[src/mode_debug_pkg.sv]
// Purpose: Shared constants for the mode selection and debug entry block.
// Assumes: 100 MHz core clock, 32-bit APB data, 12-bit APB byte address.
// Notes: Serial command codes and bit timing are local conventions.
package mode_debug_pkg;
   localparam int CLK_PERIOD_NS = 10;
   localparam int ONE_LOW_MAX_NS = 160;
   localparam int ONE_LOW_MAX_CYC = ONE_LOW_MAX_NS / CLK_PERIOD_NS;
   localparam int IDLE_NS = 2560;
   localparam int IDLE_CYC = IDLE_NS / CLK_PERIOD_NS;
   localparam int CNT_W = 10;
   localparam logic [2:0] LAST_BIT = 3'h7;

   localparam logic [15:0] RESET_VEC_HI_ADDR = 16'hdffe;
   localparam logic [15:0] RESET_VEC_LO_ADDR = 16'hdfff;

   localparam logic [11:0] ADDR_CTRL = 12'h000;
   localparam logic [11:0] ADDR_PORTA = 12'h004;
   localparam logic [11:0] ADDR_PORTB = 12'h008;
   localparam logic [11:0] ADDR_STATUS = 12'h00c;
   localparam logic [31:0] WORD_ZERO = 32'h0000_0000;

   localparam int CTRL_LF_EN = 0;
   localparam int CTRL_PA4_OUT = 1;
   localparam int PA_DIR_LSB = 0;
   localparam int PA_OUT_LSB = 4;
   localparam int PA_PULL_EN_LSB = 8;
   localparam int PA_PULL_DN_LSB = 12;
   localparam int PA_WAKE_LSB = 16;
   localparam int PA_ADC_LSB = 20;
   localparam int PA_TMR_LSB = 22;
   localparam int PB_DIR_LSB = 0;
   localparam int PB_OUT_LSB = 2;
   localparam int PB_PU_LSB = 4;
   localparam int ST_DEBUG = 0;
   localparam int ST_RUN = 1;
   localparam int ST_PA_LSB = 2;
   localparam int ST_PB_LSB = 6;

   localparam int DSC_ENABLE = 7;
   localparam int DSC_ACTIVE = 6;
   localparam logic [7:0] DSC_RESET = 8'h80;

   localparam logic [7:0] CMD_BACKGROUND = 8'h90;
   localparam logic [7:0] CMD_READ_STATUS = 8'he4;
   localparam logic [7:0] CMD_WRITE_CONTROL = 8'hc4;
   localparam logic [7:0] CMD_READ_BYTE = 8'he0;
   localparam logic [7:0] CMD_READ_BYTE_WS = 8'he1;
   localparam logic [7:0] CMD_WRITE_BYTE = 8'hc0;
   localparam logic [7:0] CMD_WRITE_BYTE_WS = 8'hc1;
   localparam logic [7:0] CMD_READ_DREG = 8'he8;
   localparam logic [7:0] CMD_WRITE_DREG = 8'hc8;
   localparam logic [7:0] CMD_READ_CPU = 8'h68;
   localparam logic [7:0] CMD_WRITE_CPU = 8'h48;
   localparam logic [7:0] CMD_TRACE1 = 8'h10;
   localparam logic [7:0] CMD_GO = 8'h08;

   typedef enum logic [5:0] {
      S_DECIDE = 6'b00_0001,
      S_FETCH_HI = 6'b00_0010,
      S_FETCH_LO = 6'b00_0100,
      S_LOAD = 6'b00_1000,
      S_RUN = 6'b01_0000,
      S_DEBUG = 6'b10_0000
   } mode_state_type;
endpackage : mode_debug_pkg

[src/mode_debug_ifs.sv]
// Purpose: Internal carriers between the mode block and its helpers.
// Assumes: All ends run on core_clk_i.
// Notes: Top-level ports stay plain; these are internal only.
`timescale 1ns/1ps
interface rx_byte_if;
   logic [7:0] data;
   logic valid;
   modport src (output data, output valid);
   modport dst (input data, input valid);
endinterface : rx_byte_if

interface pin_cfg_if;
   logic lf_en;
   logic [3:0] pa_dir;
   logic [3:0] pa_out;
   logic [3:0] pa_pull_en;
   logic [3:0] pa_pull_dn;
   logic [3:0] pa_wake;
   logic [1:0] adc_sel;
   logic [1:0] tmr_sel;
   logic [1:0] pb_dir;
   logic [1:0] pb_out;
   logic [1:0] pb_pu;
   logic [3:0] pa_in;
   logic [1:0] pb_in;
   modport cfg (output lf_en, pa_dir, pa_out, pa_pull_en, pa_pull_dn, pa_wake, adc_sel, tmr_sel,
                output pb_dir, pb_out, pb_pu, input pa_in, pb_in);
   modport mux (input lf_en, pa_dir, pa_out, pa_pull_en, pa_pull_dn, pa_wake, adc_sel, tmr_sel,
                input pb_dir, pb_out, pb_pu, output pa_in, pb_in);
endinterface : pin_cfg_if

[src/debug_rx.sv]
// Purpose: Receives serial command bytes from the synchronised debug pin.
// Assumes: A short low pulse is a one, a long low pulse a zero, MSB first.
// Notes: A long idle high time discards a partial byte.
`timescale 1ns/1ps
module debug_rx
   import mode_debug_pkg::*;
#(
   parameter int ONE_MAX = ONE_LOW_MAX_CYC,
   parameter int IDLE_MAX = IDLE_CYC
) (
   // Clock and reset
   input wire logic core_clk_i,
   input wire logic sys_rst_i,
   // Pin level and gate
   input wire logic pin_level_i,
   input wire logic listen_i,
   // Received bytes
   rx_byte_if.src rx
);
   import mode_debug_pkg::*;

   logic pin_d_reg;
   logic [CNT_W-1:0] low_cnt_reg;
   logic [CNT_W-1:0] high_cnt_reg;
   logic [2:0] bit_cnt_reg;
   logic [7:0] shift_reg;
   logic [7:0] data_reg;
   logic valid_reg;
   logic bit_next;

   assign bit_next = (low_cnt_reg <= CNT_W'(ONE_MAX));
   assign rx.data = data_reg;
   assign rx.valid = valid_reg;

   always_ff @(posedge core_clk_i) begin
      valid_reg <= 1'b0;
      if (sys_rst_i || !listen_i) begin
         pin_d_reg <= 1'b1;
         low_cnt_reg <= '0;
         high_cnt_reg <= '0;
         bit_cnt_reg <= '0;
         shift_reg <= '0;
         data_reg <= '0;
      end else begin
         pin_d_reg <= pin_level_i;
         if (!pin_level_i) begin
            high_cnt_reg <= '0;
            if (low_cnt_reg != '1) begin
               low_cnt_reg <= low_cnt_reg + 1'b1;
            end
         end else if (high_cnt_reg != CNT_W'(IDLE_MAX)) begin
            high_cnt_reg <= high_cnt_reg + 1'b1;
         end
         if (pin_level_i && !pin_d_reg) begin
            low_cnt_reg <= '0;
            shift_reg <= {shift_reg[6:0], bit_next};
            bit_cnt_reg <= bit_cnt_reg + 1'b1;
            if (bit_cnt_reg == LAST_BIT) begin
               data_reg <= {shift_reg[6:0], bit_next};
               valid_reg <= 1'b1;
            end
         end else if (high_cnt_reg == CNT_W'(IDLE_MAX)) begin
            bit_cnt_reg <= '0;
         end
      end
   end
endmodule : debug_rx

[src/pin_mux.sv]
// Purpose: Pin ownership for port A, port B and the low frequency inputs.
// Assumes: Pin inputs are asynchronous and pass two flip-flops here.
// Notes: A selected peripheral function releases the pin driver.
`timescale 1ns/1ps
module pin_mux (
   // Clock and reset
   input wire logic core_clk_i,
   input wire logic sys_rst_i,
   // Configuration
   pin_cfg_if.mux cfg,
   // Pins
   input wire logic [3:0] pa_i,
   input wire logic [1:0] pb_i,
   input wire logic lf_a_i,
   input wire logic lf_b_i,
   output logic [3:0] pa_o,
   output logic [3:0] pa_oe_o,
   output logic [3:0] pa_pu_o,
   output logic [3:0] pa_pd_o,
   output logic [3:0] kbi_o,
   output logic [1:0] adc_ch_o,
   output logic [1:0] tmr_ch_o,
   output logic [1:0] pb_o,
   output logic [1:0] pb_oe_o,
   output logic [1:0] pb_pu_o,
   output logic lf_a_o,
   output logic lf_b_o
);
   logic [3:0] pa_s1_reg;
   logic [3:0] pa_s2_reg;
   logic [1:0] pb_s1_reg;
   logic [1:0] pb_s2_reg;
   logic [1:0] lf_s1_reg;
   logic [1:0] lf_s2_reg;
   logic [3:0] func_sel;

   assign func_sel = {cfg.tmr_sel, cfg.adc_sel};
   assign cfg.pa_in = pa_s2_reg;
   assign cfg.pb_in = pb_s2_reg;

   always_ff @(posedge core_clk_i) begin
      pa_s1_reg <= pa_i;
      pa_s2_reg <= pa_s1_reg;
      pb_s1_reg <= pb_i;
      pb_s2_reg <= pb_s1_reg;
      lf_s1_reg <= {lf_b_i, lf_a_i};
      lf_s2_reg <= lf_s1_reg;
   end

   always_ff @(posedge core_clk_i) begin
      if (sys_rst_i) begin
         pa_o <= '0;
         pa_oe_o <= '0;
         pa_pu_o <= '0;
         pa_pd_o <= '0;
         kbi_o <= '0;
         adc_ch_o <= '0;
         tmr_ch_o <= '0;
      end else begin
         pa_o <= cfg.pa_out;
         pa_oe_o <= cfg.pa_dir & ~func_sel;
         pa_pu_o <= cfg.pa_pull_en & ~cfg.pa_pull_dn;
         pa_pd_o <= cfg.pa_pull_en & cfg.pa_pull_dn & cfg.pa_wake;
         kbi_o <= pa_s2_reg & cfg.pa_wake;
         adc_ch_o <= pa_s2_reg[1:0] & cfg.adc_sel;
         tmr_ch_o <= pa_s2_reg[3:2] & cfg.tmr_sel;
      end
   end

   // While the receiver owns the coil pins, port B must not load them.
   always_ff @(posedge core_clk_i) begin
      if (sys_rst_i) begin
         pb_o <= '0;
         pb_oe_o <= '0;
         pb_pu_o <= '0;
         lf_a_o <= 1'b0;
         lf_b_o <= 1'b0;
      end else begin
         pb_o <= cfg.pb_out;
         pb_oe_o <= cfg.lf_en ? 2'h0 : cfg.pb_dir;
         pb_pu_o <= cfg.lf_en ? 2'h0 : cfg.pb_pu;
         lf_a_o <= cfg.lf_en & lf_s2_reg[0];
         lf_b_o <= cfg.lf_en & lf_s2_reg[1];
      end
   end
endmodule : pin_mux

[src/mode_ctrl.sv]
// Purpose: Operating mode choice, debug entry and exit, command gating, pin ownership.
// Assumes: Memory read data arrive one cycle after mem_rd_o; por_flag_i is a same-clock level.
// Notes: The debug status byte is reached only through serial commands.
// Overview of operation
// - Debug pin high at reset release selects run mode.
// - Run start fetches a start address from two vector bytes, high first.
// - Debug pin low at power-up reset release enters debug; host holds it low.
// - The serial enter-debug command enters debug mode.
// - The halt-to-debug instruction enters debug mode.
// - A breakpoint hit enters debug mode.
// - In debug mode the processor stays halted and only serves commands.
// - Memory, status, debug register and enter-debug commands work in both modes.
// - Processor register and trace commands work only in debug mode.
// - The resume command leaves debug mode and resumes the program.
// - With debug disabled the debug pin is an output only.
// - Low frequency inputs work only while their enable bit is set.
// - Port B pins float whenever the low frequency receiver is enabled.
// - A port A pulldown acts only with that pin's wake-up enabled.
// - Port A pins drive keyboard interrupt bits of the same index.
// - Port A low pins feed the converter, high pins the timer inputs.
// - Debug status and control is not bus mapped, only serially reached.
//
// Design decisions made here: the APB interface to the registers and the register addresses.
`timescale 1ns/1ps
module mode_ctrl
   import mode_debug_pkg::*;
#(
   parameter int ONE_MAX = ONE_LOW_MAX_CYC,
   parameter int IDLE_MAX = IDLE_CYC
) (
   // Clock and reset
   input wire logic core_clk_i,
   input wire logic sys_rst_i,
   input wire logic por_flag_i,
   // APB slave
   input wire logic psel_i,
   input wire logic penable_i,
   input wire logic pwrite_i,
   input wire logic [11:0] paddr_i,
   input wire logic [31:0] pwdata_i,
   output logic [31:0] prdata_o,
   output logic pready_o,
   output logic pslverr_o,
   // Debug pin
   input wire logic dbg_pin_i,
   output logic dbg_pin_o,
   output logic dbg_pin_oe_o,
   // Processor side
   input wire logic halt_instr_i,
   input wire logic breakpoint_hit_i,
   input wire logic [7:0] mem_rdata_i,
   output logic [15:0] mem_addr_o,
   output logic mem_rd_o,
   output logic [15:0] start_pc_o,
   output logic cpu_start_o,
   output logic cpu_halt_o,
   output logic trace_step_o,
   // Command strobes
   output logic nonint_cmd_o,
   output logic active_cmd_o,
   output logic [7:0] cmd_code_o,
   output logic cmd_reject_o,
   output logic [7:0] status_o,
   output logic status_valid_o,
   // Port pins
   input wire logic [3:0] pa_i,
   input wire logic [1:0] pb_i,
   input wire logic lf_a_i,
   input wire logic lf_b_i,
   output logic [3:0] pa_o,
   output logic [3:0] pa_oe_o,
   output logic [3:0] pa_pu_o,
   output logic [3:0] pa_pd_o,
   output logic [3:0] kbi_o,
   output logic [1:0] adc_ch_o,
   output logic [1:0] tmr_ch_o,
   output logic [1:0] pb_o,
   output logic [1:0] pb_oe_o,
   output logic [1:0] pb_pu_o,
   output logic lf_a_o,
   output logic lf_b_o
);
   import mode_debug_pkg::*;

   function automatic logic is_nonint(input logic [7:0] code);
      is_nonint = (code == CMD_BACKGROUND) || (code == CMD_READ_STATUS) || (code == CMD_WRITE_CONTROL) ||
                  (code == CMD_READ_BYTE) || (code == CMD_READ_BYTE_WS) || (code == CMD_WRITE_BYTE) ||
                  (code == CMD_WRITE_BYTE_WS) || (code == CMD_READ_DREG) || (code == CMD_WRITE_DREG);
   endfunction : is_nonint

   function automatic logic is_active_only(input logic [7:0] code);
      is_active_only = (code == CMD_READ_CPU) || (code == CMD_WRITE_CPU) || (code == CMD_TRACE1) ||
                       (code == CMD_GO);
   endfunction : is_active_only

   rx_byte_if rx ();
   pin_cfg_if pcfg ();

   mode_state_type state_reg;
   mode_state_type state_next;
   logic pin_s1_reg;
   logic pin_s2_reg;
   logic [7:0] vec_hi_reg;
   logic dbg_enable_reg;
   logic wc_pending_reg;
   logic [31:0] ctrl_reg;
   logic [31:0] porta_reg;
   logic [31:0] portb_reg;
   logic listen;
   logic in_debug;
   logic bg_cmd;
   logic go_cmd;
   logic enter_req;
   logic apb_wr;
   logic apb_setup;

   // The debug pin is asynchronous; its first stage feeds only the second.
   always_ff @(posedge core_clk_i) begin
      pin_s1_reg <= dbg_pin_i;
      pin_s2_reg <= pin_s1_reg;
   end

   assign in_debug = (state_reg == S_DEBUG);
   assign listen = dbg_enable_reg && (state_reg != S_DECIDE);
   assign bg_cmd = rx.valid && !wc_pending_reg && (rx.data == CMD_BACKGROUND);
   assign go_cmd = rx.valid && !wc_pending_reg && (rx.data == CMD_GO) && in_debug;
   assign enter_req = bg_cmd || halt_instr_i || breakpoint_hit_i;

   debug_rx #(
      .ONE_MAX(ONE_MAX),
      .IDLE_MAX(IDLE_MAX)
   ) u_rx (
      .core_clk_i(core_clk_i),
      .sys_rst_i(sys_rst_i),
      .pin_level_i(pin_s2_reg),
      .listen_i(listen),
      .rx(rx.src)
   );

   always_comb begin
      state_next = state_reg;
      unique case (state_reg)
         S_DECIDE: begin
            state_next = (!pin_s2_reg && por_flag_i) ? S_DEBUG : S_FETCH_HI;
         end
         S_FETCH_HI: begin
            state_next = S_FETCH_LO;
         end
         S_FETCH_LO: begin
            state_next = S_LOAD;
         end
         S_LOAD: begin
            state_next = S_RUN;
         end
         S_RUN: begin
            if (enter_req) begin
               state_next = S_DEBUG;
            end
         end
         S_DEBUG: begin
            if (go_cmd) begin
               state_next = S_RUN;
            end
         end
      endcase
   end

   always_ff @(posedge core_clk_i) begin
      if (sys_rst_i) begin
         state_reg <= S_DECIDE;
      end else begin
         state_reg <= state_next;
      end
   end

   // Vector fetch: address is out one cycle, its byte comes back the next.
   always_ff @(posedge core_clk_i) begin
      cpu_start_o <= 1'b0;
      if (sys_rst_i) begin
         mem_addr_o <= '0;
         mem_rd_o <= 1'b0;
         vec_hi_reg <= '0;
         start_pc_o <= '0;
      end else begin
         mem_rd_o <= 1'b0;
         if (state_reg == S_DECIDE && state_next == S_FETCH_HI) begin
            mem_addr_o <= RESET_VEC_HI_ADDR;
            mem_rd_o <= 1'b1;
         end
         if (state_reg == S_FETCH_HI) begin
            mem_addr_o <= RESET_VEC_LO_ADDR;
            mem_rd_o <= 1'b1;
         end
         if (state_reg == S_FETCH_LO) begin
            vec_hi_reg <= mem_rdata_i;
         end
         if (state_reg == S_LOAD) begin
            start_pc_o <= {vec_hi_reg, mem_rdata_i};
            cpu_start_o <= 1'b1;
         end
      end
   end

   // The processor runs only in run mode; fetch and debug both keep it halted.
   always_ff @(posedge core_clk_i) begin
      if (sys_rst_i) begin
         cpu_halt_o <= 1'b1;
      end else begin
         cpu_halt_o <= (state_next != S_RUN);
      end
   end

   // Serial command gating; the status byte lives here and nowhere on the bus.
   always_ff @(posedge core_clk_i) begin
      nonint_cmd_o <= 1'b0;
      active_cmd_o <= 1'b0;
      cmd_reject_o <= 1'b0;
      trace_step_o <= 1'b0;
      status_valid_o <= 1'b0;
      if (sys_rst_i) begin
         dbg_enable_reg <= DSC_RESET[DSC_ENABLE];
         wc_pending_reg <= 1'b0;
         cmd_code_o <= '0;
         status_o <= '0;
      end else if (rx.valid) begin
         cmd_code_o <= rx.data;
         if (wc_pending_reg) begin
            dbg_enable_reg <= rx.data[DSC_ENABLE];
            wc_pending_reg <= 1'b0;
         end else if (is_nonint(rx.data)) begin
            nonint_cmd_o <= 1'b1;
            if (rx.data == CMD_READ_STATUS) begin
               status_o <= DSC_RESET & {dbg_enable_reg, 7'h00} | {1'b0, in_debug, 6'h00};
               status_valid_o <= 1'b1;
            end
            if (rx.data == CMD_WRITE_CONTROL) begin
               wc_pending_reg <= 1'b1;
            end
         end else if (is_active_only(rx.data)) begin
            if (in_debug) begin
               active_cmd_o <= 1'b1;
               trace_step_o <= (rx.data == CMD_TRACE1);
            end else begin
               cmd_reject_o <= 1'b1;
            end
         end else begin
            cmd_reject_o <= 1'b1;
         end
      end
   end

   // With debug disabled the shared pin becomes a driven output and the receiver is deaf.
   always_ff @(posedge core_clk_i) begin
      if (sys_rst_i) begin
         dbg_pin_o <= 1'b0;
         dbg_pin_oe_o <= 1'b0;
      end else begin
         dbg_pin_o <= ctrl_reg[CTRL_PA4_OUT];
         dbg_pin_oe_o <= !dbg_enable_reg && (state_reg != S_DECIDE);
      end
   end

   // APB slave: zero wait states, read data registered in the setup cycle.
   assign apb_setup = psel_i && !penable_i;
   assign apb_wr = psel_i && penable_i && pwrite_i && pready_o;

   always_ff @(posedge core_clk_i) begin
      if (sys_rst_i) begin
         ctrl_reg <= WORD_ZERO;
         porta_reg <= WORD_ZERO;
         portb_reg <= WORD_ZERO;
      end else if (apb_wr) begin
         unique case (paddr_i)
            ADDR_CTRL: ctrl_reg <= pwdata_i;
            ADDR_PORTA: porta_reg <= pwdata_i;
            ADDR_PORTB: portb_reg <= pwdata_i;
            default: ;
         endcase
      end
   end

   always_ff @(posedge core_clk_i) begin
      if (sys_rst_i) begin
         prdata_o <= WORD_ZERO;
         pready_o <= 1'b0;
         pslverr_o <= 1'b0;
      end else begin
         pready_o <= apb_setup;
         pslverr_o <= 1'b0;
         if (apb_setup) begin
            prdata_o <= WORD_ZERO;
            unique case (paddr_i)
               ADDR_CTRL: prdata_o <= ctrl_reg & {30'h0, 2'h3};
               ADDR_PORTA: prdata_o <= porta_reg & {8'h00, 24'hff_ffff};
               ADDR_PORTB: prdata_o <= portb_reg & {26'h0, 6'h3f};
               ADDR_STATUS: begin
                  prdata_o[ST_DEBUG] <= in_debug;
                  prdata_o[ST_RUN] <= (state_reg == S_RUN);
                  prdata_o[ST_PA_LSB +: 4] <= pcfg.pa_in;
                  prdata_o[ST_PB_LSB +: 2] <= pcfg.pb_in;
               end
               default: pslverr_o <= 1'b1;
            endcase
         end
      end
   end

   assign pcfg.lf_en = ctrl_reg[CTRL_LF_EN];
   assign pcfg.pa_dir = porta_reg[PA_DIR_LSB +: 4];
   assign pcfg.pa_out = porta_reg[PA_OUT_LSB +: 4];
   assign pcfg.pa_pull_en = porta_reg[PA_PULL_EN_LSB +: 4];
   assign pcfg.pa_pull_dn = porta_reg[PA_PULL_DN_LSB +: 4];
   assign pcfg.pa_wake = porta_reg[PA_WAKE_LSB +: 4];
   assign pcfg.adc_sel = porta_reg[PA_ADC_LSB +: 2];
   assign pcfg.tmr_sel = porta_reg[PA_TMR_LSB +: 2];
   assign pcfg.pb_dir = portb_reg[PB_DIR_LSB +: 2];
   assign pcfg.pb_out = portb_reg[PB_OUT_LSB +: 2];
   assign pcfg.pb_pu = portb_reg[PB_PU_LSB +: 2];

   pin_mux u_pins (
      .core_clk_i(core_clk_i),
      .sys_rst_i(sys_rst_i),
      .cfg(pcfg.mux),
      .pa_i(pa_i),
      .pb_i(pb_i),
      .lf_a_i(lf_a_i),
      .lf_b_i(lf_b_i),
      .pa_o(pa_o),
      .pa_oe_o(pa_oe_o),
      .pa_pu_o(pa_pu_o),
      .pa_pd_o(pa_pd_o),
      .kbi_o(kbi_o),
      .adc_ch_o(adc_ch_o),
      .tmr_ch_o(tmr_ch_o),
      .pb_o(pb_o),
      .pb_oe_o(pb_oe_o),
      .pb_pu_o(pb_pu_o),
      .lf_a_o(lf_a_o),
      .lf_b_o(lf_b_o)
   );
endmodule : mode_ctrl

[config.mk]
export PLATFORM = sky130hd
export DESIGN_NAME = mode_ctrl
export DESIGN_NICKNAME = d
export VERILOG_FILES = /design/src/mode_debug_pkg.sv /design/src/mode_debug_ifs.sv /design/src/debug_rx.sv /design/src/pin_mux.sv /design/src/mode_ctrl.sv
export SDC_FILE = /design/constraint.sdc
export NUM_CORES = 1
export LEC_CHECK = 0
export BUFFER_PORTS_ARGS = -buffer_cell sky130_fd_sc_hd__buf_2
export CAP_MARGIN = 10
export CORE_MARGIN = 8
export CORE_UTILIZATION = 50
export CTS_CLUSTER_SIZE = 20
export DETAILED_ROUTE_END_ITERATION = 7
export GPL_TIMING_DRIVEN = 1
export PLACE_DENSITY = 0.82
export SYNTH_ARGS = -nofsm -noshare
export SYNTH_HDL_FRONTEND = slang
export SYNTH_SLANG_ARGS = --single-unit
[constraint.sdc]
create_clock -name core_clk_i -period 1.9 [get_ports core_clk_i]
set_input_delay 0.095 -clock core_clk_i [delete_from_list [all_inputs] [get_ports core_clk_i]]
set_output_delay 0.095 -clock core_clk_i [all_outputs]
set_load 0.02 [all_outputs]
# --- Yosys cells after proc, flatten, opt, wreduce, memory -nomap -nowiden ---
# Index checks and enable logic that the tools add are counted.
op_classes:
  addsub: 3
  n_lt_le_gt_ge: 1
  n_eq_ne: 29
  n_mux: 23
  bitwise: 20
  n_reduce_logical: 54
op_table:
  columns: ["op", "count"]
  rows:
  - ["8-bit == test (second input constant)", 9]
  - ["16-bit two-way mux", 3]
  - ["6-bit case mux with 6 select lines", 1]
  - ["8-bit case mux with 4 select lines", 1]
  - ["12-bit by 4-bit == test with 1-bit output (second input constant)", 2]
  - ["10-bit by 1-bit adder with 10-bit output (second input constant)", 2]
  - ["4-bit AND", 5]
  - ["6-bit two-way mux", 3]
  - ["8-bit by 7-bit == test with 1-bit output (second input constant)", 2]
  - ["1-bit logical OR", 14]
  - ["1-bit logical AND", 13]
  - ["1-bit two-way mux", 13]
  - ["12-bit by 3-bit == test with 1-bit output (second input constant)", 1]
  - ["6-bit by 2-bit == test with 1-bit output (second input constant)", 2]
  - ["12-bit logical NOT", 1]
  - ["2-bit AND reduction", 6]
  - ["4-bit OR reduction", 3]
  - ["10-bit by 9-bit == test with 1-bit output (second input constant)", 1]
  - ["10-bit by 5-bit less-or-equal comparator with 1-bit output (second input constant)", 1]
  - ["10-bit != test (second input constant)", 1]
  - ["10-bit by 9-bit != test with 1-bit output (second input constant)", 1]
  - ["2-bit OR reduction", 5]
  - ["8-bit by 4-bit == test with 1-bit output (second input constant)", 1]
  - ["8-bit by 5-bit == test with 1-bit output (second input constant)", 1]
  - ["21 further kinds", 38]
word_totals:
  regBits: 229
  inputBits: 69
  output_inout_bits: 124
  elab_cells: 181

# --- Logic depth before layout (Yosys ltp) ---
# Gate-level depths: netlist of run 1.
logic_depth:
  word_depth: 11
  mapped_depth: 7
  depth_no_buf: 6

# --- By module ---
# Synthesis of run 1 repeated with hierarchy kept, for this count alone.
unflattened:
  cells_unflattened: 783
  hier_area_um2: 7607.3
modules_own_cells:
  columns: ["module", "n_inst", "cells_per_inst", "area_each_um2", "seq_area_each_um2"]
  rows:
  - ["mode_ctrl", 1, 516, 4655.7, 2282.2]
  - ["debug_rx", 1, 184, 1717.9, 800.8]
  - ["pin_mux", 1, 83, 1233.7, 960.9]

# --- Least setup slack after synthesis of run 1 ---
# OpenSTA, ideal clock, no wires.
synth_path:
  path_kind: "register to register"
  startpoint: "register state_reg[1]"
  endpoint: "register cmd_reject_o"
  setup_ns: 0.121
  arrival_time_ns: 1.642
  required_ns: 1.779
  slack_ns: 0.137
  stages_incl_launch_ff: 6
  n_path_buf: 1
  synth_period_minus_slack_ns: 1.763
  path_cell_list: "dfxtp_1 > clkbuf_1 > or4_4 > or2_1 > a2111o_1 > nor3b_1"
synth_between:
  elab_chain_cells: 3
synth_lines:
  columns: ["item", "line", "source"]
  rows:
  - ["from (decl)", "mode_ctrl.sv:99", "mode_state_type state_reg;"]
  - ["from (signal assigned)", "mode_ctrl.sv:172", "state_reg <= state_next;"]
  - ["6-bit == test", "mode_ctrl.sv:123", "assign in_debug = (state_reg == S_DEBUG);"]
  - ["1-bit two-way mux", "mode_ctrl.sv:240", "if (in_debug) begin"]
  - ["1-bit two-way mux", "mode_ctrl.sv:239", "end else if (is_active_only(rx.data)) begin"]
  - ["to (signal assigned)", "mode_ctrl.sv:217", "cmd_reject_o <= 1'b0;"]
  - ["to (signal assigned)", "mode_ctrl.sv:244", "cmd_reject_o <= 1'b1;"]
  - ["to (signal assigned)", "mode_ctrl.sv:247", "cmd_reject_o <= 1'b1;"]
  - ["to (decl)", "mode_ctrl.sv:62", "output logic cmd_reject_o,"]
# No other way between the ends.
# A chain may end at the register's enable or synchronous reset.

# --- Final worst setup path of run 1 ---
layout_path:
  startpoint: "register state_reg[2]"
  endpoint: "register cmd_reject_o"
# The elaborated chain is that of the path after synthesis.

==> results.json, run 1 <==
{
  "post-route-min-period_ns": 1.847,
  "ys_seq_elements": 202,
  "core_area_mm2": 0.01509,
  "worst-path-buf-inv": 0,
  "layout.cells.non_filler": 1224,
  "drive_above_1_share": 0.2507,
  "io_buffers": 169,
  "yosysUniqueCellTypes": 59,
  "hold_ws_ns": 0.04533,
  "clk_latency_ns": 0.48,
  "setup_ws_ns": 0.05253,
  "grt_max_degree": 106,
  "place_congestion": 0.8486,
  "worst_pin_slew_ns": 0.5453,
  "netlist_top_cells_count": "dfxtp_1, nand2_1, a21oi_1, nor2_1, clkbuf_1",
  "final.setup_skew_ns": 0.006200,
  "postLayoutCellArea_mm2": 0.009767,
  "ir_worst_vdd_mv": 0.6440,
  "synth_most_common_cell": "dfxtp_1",
  "critPathTopFamily": "simple AND/OR/NAND/NOR gates",
  "critPathKind": "flop to flop",
  "yosysSeqAreaShare": 0.5297,
  "die_area_mm2": 0.01948,
  "avgSynthCellArea_um2": 9.332,
  "synthFlopType": "dfxtp_1",
  "synth_edf_count": 0,
  "slowest_delay_ns": 0.57,
  "dpl_cell_area_mm2": 0.008623,
  "drc": 0,
  "synth_area_leaders": "dfxtp_1, nand2_1, a21oi_1",
  "htreeDepth": 1,
  "finalSetupTns_ns": 0,
  "final_util": 0.6473,
  "highest_layer": "met4",
  "grt_pass1_wl_mm": 32.26,
  "arrival_ns": 2.21,
  "outcome": "finished, final reports clean",
  "num_io_pins": 193,
  "rsz0062_at_grt": "no",
  "finalMaxSlewViolations": 0,
  "start_util": 0.5059,
  "max_freq_mhz": 541.3,
  "netlist_area_mm2": 0.007634,
  "place_ws_ns": 0.08884,
  "nets": 1095,
  "cts_sinks": 202,
  "slew_headroom": 0.6364,
  "wl_met1_mm": 8.320,
  "start_kind": "flop",
  "post-route-period-util": 0.9724,
  "grt_overflow": 0,
  "wl_mm": 20.24,
  "die_w_um": 139.6,
  "antenna_found_initial": 3,
  "viasPerCell": 5.409,
  "powerDensity_mw_per_mm2": 923.2,
  "die_h_um": 139.6,
  "ant_nets": 0,
  "r2r_slack_ns": 0.05,
  "hold_viol_final": 0,
  "clockBufferDepth": 3,
  "yosys.area.top_type": "dfxtp_1",
  "path_cells": "or4_4 > or2_1 > a2111o_1 > nor3b_1",
  "cts-root-buf": "clkbuf_16",
  "numCtsBuffers": 21,
  "dpl.hpwl_mm": 13.27,
  "cts.clk_slew.worst_paths_ns": 0.06,
  "setup_viol": 0,
  "drt_iter0_drc": 687,
  "critPathCaptureType": "flop",
  "synth-async-reset-ratio": 0,
  "grt_pass1_vias": 6517,
  "avgRoutedWirePerCell_um": 16.53,
  "num_vias": 6621,
  "yosys.area.top_type_share": 0.5297,
  "placed_cells": 1143,
  "wl_met3_mm": 1.554,
  "grt_use_total": 0.1979,
  "drt_pass1_iterations": 5,
  "cts_tree": "yes",
  "drv_cap": 0,
  "syn2layout_area_growth_pct": 27.95,
  "p_leak_nw": 4.174,
  "syn_inst": 818,
  "power_mw": 9.017,
  "row_count": 45,
  "cp_slowest_cell": "or4_4",
  "path_max_fanout": 5,
  "min_path_type": "input port to flop",
  "yosysWarnings": 0,
  "wl_met2_mm": 9.709,
  "worstPathRequired_ns": 2.27
}
[power by group]
part	switching (mW)	internal (mW)
combinational	0.325	0.220
sequential	0.0336	4.28
clock	1.59	2.57
total	1.95	7.07
[layout make-up]
cell class	instances	area, µm²
multi-input cells	536	3181
inverters	13	48.80
repair buffers	246	1544
fillers	1153	5323
clock buffers	32	636.9
diodes	3	7.507
well taps	188	235.2
clock inverters	4	70.07
flip-flops and latches	202	4044
[worst paths after layout]
kind / from / endpoint / cells past startpoint
worst max-delay path: state_reg[2]$_SDFF_PP0_ / cmd_reject_o$_SDFF_PP0_ / 4
worst min register to register: u_pins.pa_s1_reg[1]$_DFF_P_ / u_pins.cfg.pa_in[1]$_DFF_P_ / 0
worst max register to register: state_reg[2]$_SDFF_PP0_ / cmd_reject_o$_SDFF_PP0_ / 4
worst min-delay path: sys_rst_i / cpu_halt_o$_SDFF_PP1_ / 3
[logic make-up (layout without fill, tap and decap cells)]
group	after synthesis	after routing	synth area share
compound gates	145	145	0.1180
xor+xnor	12	12	0.01377
fa+ha+maj	7	7	0.01115
buf+inv	94	295	0.06163
flops	202	202	0.5297
mux	37	37	0.05016
other cells	1	18	0.0004913
simple gates	320	320	0.2150
[worst min-delay path, cell delays in order]
cell,delay [ns]
buf_4,0.13
clkinv_1,0.17
nand2_1,0.07
[cell usage in the layout, fill, tap and decap left out, drive strengths merged, types with 7 or more instances in the layout]
master,count
nand4,8
nand2,93
o31ai,16
inv,11
nand3,37
nor3b,11
and4,7
nor2,68
mux2,10
a22oi,21
o21ai,17
xnor2,7
dlygate4sd3,42
a21oi,68
and3,15
conb,15
nor2b,18
mux2i,27
nand2b,10
dfxtp,202
buf,204
nor3,13
clkbuf,32
[routing by layer]
| layer | up-vias | GRT usage |
|---|---|---|
| li1 | 3208 | - |
| met1 | 3076 | 0.2285 |
| met2 | 287 | 0.3391 |
| met3 | 50 | 0.05301 |
| met4 | 0 | 0.08629 |
| met5 | - | 0 |
[repair_timing]
item | CTS | global route
endpoints found under the hold margin | 56 | 0
hold buffers | 42 | 0
gates resized for setup | 0 | 2
buffers inserted | 0 | 0
setup endpoints to repair | 0 | 11
Power figures use the tool's default switching activity.
==> inputs of run 2 (changes only) <==
--- a/config.mk
+++ b/config.mk
@@ -13,6 +13,7 @@
 export DETAILED_ROUTE_END_ITERATION = 7
 export GPL_TIMING_DRIVEN = 1
 export PLACE_DENSITY = 0.82
+export RECOVER_POWER = 50
 export SYNTH_ARGS = -nofsm -noshare
 export SYNTH_HDL_FRONTEND = slang
 export SYNTH_SLANG_ARGS = --single-unit
==> constraint.sdc (replaced) <==
create_clock -name core_clk_i -period 1.9 [get_ports core_clk_i]
set_input_delay 0.19 -clock core_clk_i [delete_from_list [all_inputs] [get_ports core_clk_i]]
set_output_delay 0.19 -clock core_clk_i [all_outputs]
set_load 0.02 [all_outputs]
==> run 2 against run 1 <==
Sequential share of layout area increased by 0.64 points. Design area decreased by 1.5%. Global-route usage decreased by 0.29 points. Via count decreased by 0.42%. Clock power increased by 3%. Fmax decreased by 0.99%. Combinational power decreased by 2%. Core utilization decreased by 0.98 points.
==> results.json, run 2 (synthesized netlist as in run 1, its figures left out) <==
{
  "core_area_mm2": 0.01509,
  "row_count": 45,
  "grt_max_degree": 106,
  "drv_cap": 0,
  "min_path_cells": 3,
  "ant_nets": 0,
  "finalSetupTns_ns": 0,
  "ir_worst_vdd_mv": 0.6425,
  "holdCritStartpoint": "por_flag_i",
  "path_max_fanout": 5,
  "cts-root-buf": "clkbuf_16",
  "drt_pass1_iterations": 5,
  "max_freq_mhz": 535.9,
  "grt_pass1_wl_mm": 31.86,
  "setup_viol": 0,
  "dpl.hpwl_mm": 13.26,
  "layout_common_cells": "dfxtp_1, buf_2, nand2_1",
  "finalMaxSlewViolations": 0,
  "worst_pin_slew_ns": 1.164,
  "drive_above_1_share": 0.1759,
  "nets": 1089,
  "hold-path-endpoint": "state_reg[5]$_SDFF_PP0_",
  "die_h_um": 139.6,
  "critPathKind": "flop to flop",
  "crit_start": "state_reg[2]$_SDFF_PP0_",
  "cts_tree": "yes",
  "hold_ws_ns": 0.004501,
  "final.setup_skew_ns": 0.02060,
  "min_path_type": "input port to flop",
  "p_leak_nw": 3.819,
  "n_antenna_cell": 0,
  "r2r_start": "state_reg[2]$_SDFF_PP0_",
  "rsz0062_at_grt": "no",
  "hold_viol_final": 0,
  "clk_latency_ns": 0.50,
  "powerDensity_mw_per_mm2": 948.2,
  "wl_mm": 19.93,
  "antenna_found_initial": 0,
  "post-route-period-util": 0.9821,
  "reg2regPathDepth": 4,
  "cts.clk_slew.worst_paths_ns": 0.06,
  "outcome": "finished, final reports clean",
  "numCtsBuffers": 21,
  "syn2layout_area_growth_pct": 26.01,
  "num_vias": 6593,
  "worstPathRequired_ns": 2.27,
  "drt_iter0_drc": 478,
  "start_kind": "flop",
  "place_congestion": 0.8458,
  "grt_pass1_vias": 6437,
  "avgRoutedWirePerCell_um": 16.37,
  "r2r_slack_ns": 0.03,
  "start_util": 0.5059,
  "critPathCaptureType": "flop",
  "die_w_um": 139.6,
  "io_buffers": 169,
  "htreeDepth": 1,
  "drc": 0,
  "num_io_pins": 193,
  "slew_headroom": 0.2238,
  "die_area_mm2": 0.01948,
  "rr_endpoint": "cmd_reject_o$_SDFF_PP0_",
  "viasPerCell": 5.417,
  "grt_overflow": 0,
  "post-route-min-period_ns": 1.866,
  "grt_use_total": 0.1950,
  "clockBufferDepth": 3,
  "arrival_ns": 2.24,
  "final_common_cell": "dfxtp_1",
  "cts_sinks": 202
}
==> run 2: cell types whose count changed in the layout (fill, tap and decap cells not counted), moves of 2 or more <==
| cell | before | now |
|---|---|---|
| diode_2 | 3 | 0 |
| buf_2 | 168 | 96 |
| clkbuf_8 | 7 | 5 |
| clkbuf_1 | 4 | 79 |
| clkinvlp_4 | 0 | 2 |
| buf_4 | 35 | 28 |
| dlygate4sd3_1 | 42 | 39 |
==> run 2: routing by layer <==
| metal | share of wire | vias to the layer above | track usage |
|---|---|---|---|
| met4 | 0.031 | 0 | 0.08000 |
| met3 | 0.078 | 47 | 0.05369 |
| met5 | 0 | - | 0 |
| met2 | 0.47 | 256 | 0.3326 |
| li1 | - | 3190 | - |
| met1 | 0.42 | 3100 | 0.2275 |
==> run 2: timing repair <==
action / CTS / global route
setup buffers: 0 / 0
gates resized for setup: 0 / 1
endpoints found under the setup margin: 0 / 1
hold endpoints to repair: 50 / 0
hold buffers: 39 / 0
==> run 2: cell type report <==
| class | count | area, µm² |
|---|---|---|
| Clock buffer | 30 | 609.3 |
| Clock inverter | 8 | 123.9 |
| Fill cell | 1211 | 5470 |
| Inverter | 13 | 48.80 |
| Multi-Input combinational cell | 536 | 3168 |
| Sequential cell | 202 | 4044 |
| Tap cell | 188 | 235.2 |
| Timing Repair Buffer | 240 | 1390 |
==> run 2: metrics by stage <==
stage                     setup slack, ns  power [mW]  area (µm²)    util  cells
final                             0.03402       9.121        9619  0.6375   1217
after CTS                         0.05742       9.165        9737  0.6453   1217
after global routing             0.002742       9.396        9619  0.6375   1217
after global placement             0.1002       4.863        8613  0.5708   1140
after floorplan                    0.1370       4.736        7686       -    832
after detailed placement          0.08292       4.870        8613  0.5708   1140
==> run 2: worst max-delay path, cell delays in order (launching register included) <==
cell and delay, ns:
dfxtp_1 0.34, or4_4 0.57, or2_1 0.29, a2111o_1 0.38, nor3b_1 0.15
==> run 2: worst max path at each step <==
| stage | end | slack, ns | depth (start not counted) |
|---|---|---|---|
| floorplan | cmd_reject_o$_SDFF_PP0_ | 0.14 | 5 |
| global placement | cmd_reject_o$_SDFF_PP0_ | 0.10 | 4 |
| detailed placement | cmd_reject_o$_SDFF_PP0_ | 0.08 | 4 |
| CTS | cmd_reject_o$_SDFF_PP0_ | 0.06 | 4 |
| global route | start_pc_o[4]$_SDFFE_PP0N_ | 0.003 | 6 |
| finish | cmd_reject_o$_SDFF_PP0_ | 0.03 | 4 |
==> run 2: power by group <==
group	leakage (nW)	internal (mW)	total, mW	switching (mW)
Combinational	1.83	0.211	0.532	0.321
Sequential	1.64	4.28	4.31	0.0341
Clock	0.355	2.64	4.28	1.63
Total	3.82	7.13	9.12	1.99
==> inputs of run 3 (changes only) <==
--- a/config.mk
+++ b/config.mk
@@ -9,6 +9,7 @@
 export CAP_MARGIN = 10
 export CORE_MARGIN = 8
 export CORE_UTILIZATION = 50
+export CTS_BUF_LIST = sky130_fd_sc_hd__clkbuf_8
 export CTS_CLUSTER_SIZE = 20
 export DETAILED_ROUTE_END_ITERATION = 7
 export GPL_TIMING_DRIVEN = 1
==> run 3 against run 2 <==
Global-route usage is 0.43 points higher. Worst hold slack better by 0.046 ns. Sequential share of layout area is 0.45 points higher. Total power is 8.9% lower. Register-to-register slack better by 0.02 ns. Cell count is 1.7% higher. Die area stayed put. Clock power is 19% lower. Non-clock buffer count is 1 higher. Setup slack better by 0.020 ns. First-iteration DRC count is 2.1% lower. Design area is 1.1% lower. Highest routed layer unchanged.
==> results.json, run 3 (synthesized netlist as in run 1, its figures left out) <==
{
  "outcome": "finished, final reports clean",
  "syn2layout_area_growth_pct": 24.67,
  "row_count": 45,
  "setup_viol": 0,
  "worstPathRequired_ns": 2.28,
  "layout_common_cells": "dfxtp_1, buf_2, nand2_1",
  "final_util": 0.6307,
  "path_max_fanout": 5,
  "grt_max_degree": 106,
  "seqPwrFrac": 0.519,
  "htreeDepth": 2,
  "wl_mm": 20.12,
  "die_h_um": 139.6,
  "r2r_start": "state_reg[2]$_SDFF_PP0_",
  "grt_pass1_vias": 6514,
  "grt_overflow": 0,
  "p_sw_frac": 0.2387,
  "core_area_mm2": 0.01509,
  "holdCritStartpoint": "pwdata_i[7]",
  "die_w_um": 139.6,
  "cts_tree": "yes",
  "grt_use_total": 0.1993,
  "num_vias": 6735,
  "powerDensity_mw_per_mm2": 873.6,
  "max_freq_mhz": 541.7,
  "final.setup_skew_ns": 0.01905,
  "drive_above_1_share": 0.1800,
  "slew_headroom": 0.4481,
  "worst_pin_slew_ns": 0.8279,
  "min_path_type": "input port to flop",
  "cts_sinks": 202,
  "place_congestion": 0.8458,
  "antenna_found_initial": 0,
  "post-route-period-util": 0.9717,
  "start_kind": "flop",
  "p_leak_nw": 3.847,
  "clockPowerShare": 0.417,
  "cts-root-buf": "clkbuf_8",
  "start_util": 0.5059,
  "drv_cap": 0,
  "post_cts.repair.setup_buffers": 0,
  "ir_worst_vdd_mv": 0.6088,
  "drc": 0,
  "power_mw": 8.314,
  "die_area_mm2": 0.01948,
  "cts.clk_slew.worst_paths_ns": 0.06,
  "critPathKind": "flop to flop",
  "finalSetupTns_ns": 0,
  "n_antenna_cell": 0,
  "numCtsBuffers": 34,
  "io_buffers": 169,
  "finalMaxSlewViolations": 0,
  "drt_iter0_drc": 468,
  "combPwrFrac": 0.064,
  "ant_nets": 0,
  "critPathCaptureType": "flop",
  "grt_pass1_wl_mm": 32.20,
  "post-route-min-period_ns": 1.846,
  "crit_start": "state_reg[2]$_SDFF_PP0_",
  "rsz0062_at_grt": "no",
  "hold_viol_final": 0,
  "drt_pass1_iterations": 6,
  "final_common_cell": "dfxtp_1",
  "avgRoutedWirePerCell_um": 16.25,
  "arrival_ns": 2.23,
  "clk_latency_ns": 0.52,
  "dpl.hpwl_mm": 13.26,
  "nets": 1103,
  "p_int_mw": 6.329,
  "num_io_pins": 193,
  "clockBufferDepth": 3,
  "p_switching_mw": 1.985,
  "viasPerCell": 5.440
}
[run 3: cell types whose count changed in the layout (fill, tap and decap cells not counted), sizes merged]
cell,delta
buf,+1
clkinv,+1
dlygate4sd3,+1
clkinvlp,-1
inv,+15
clkbuf,+7
bufinv,-3
[run 3: layout make-up]
class	count	area, µm²
fill	1255	5573
timing repair buffer	241	1410
clock buffer	38	523.0
tap	188	235.2
clock inverter	20	90.09
sequential	202	4044
inverter	13	48.80
multi-input combinational	536	3166
[run 3: critical path, cell delays in order, from the launching register on]
cell,delay [ns]
dfxtp_1,0.34
or4_4,0.57
or2_1,0.29
a2111o_1,0.38
nor3b_1,0.15
[run 3: routing by layer]
metal / wire length, µm / track usage / vias up
met5: 0 / 0 / -
met3: 1632 / 0.05985 / 65
met1: 8244 / 0.2304 / 3170
met4: 809 / 0.1074 / 0
li1: - / - / 3228
met2: 9429 / 0.3272 / 272
[run 3: repair_timing]
action,in CTS,in global routing
hold endpoints to repair,54,0
endpoints found under the setup margin,0,0
hold buffers,40,0
resized for setup,0,0
[run 3: power by group through the flow]
stage | clock [mW] | combinational, mW | sequential (mW)
CTS | 3.55 | 0.531 | 4.31
floorplan | 0 | 0.331 | 4.40
finish | 3.47 | 0.533 | 4.31
global route | 3.74 | 0.576 | 4.32
global placement | 0 | 0.460 | 4.40
detailed placement | 0 | 0.465 | 4.41
[run 3: final timing paths]
kind / end / slack [ns] / cells past startpoint
worst max register to register: cmd_reject_o$_SDFF_PP0_ / 0.05 / 4
worst min-delay path: porta_reg[7]$_SDFFE_PP0P_ / 0.05 / 3
worst max-delay path: cmd_reject_o$_SDFF_PP0_ / 0.05 / 4
worst min register to register: pin_s2_reg$_DFF_P_ / 0.32 / 0
[run 3: stage by stage]
step | worst slack [ns] | hold slack, ns | instance area (µm²) | cells
after floorplan | 0.1370 | 0.2177 | 7686 | 832
after global placement | 0.1002 | 0.2930 | 8613 | 1140
after detailed placement | 0.08292 | 0.2936 | 8613 | 1140
after CTS | 0.06172 | 0.02560 | 9627 | 1238
after global routing | 0.008949 | 0.05107 | 9517 | 1238
final | 0.05384 | 0.05069 | 9517 | 1238
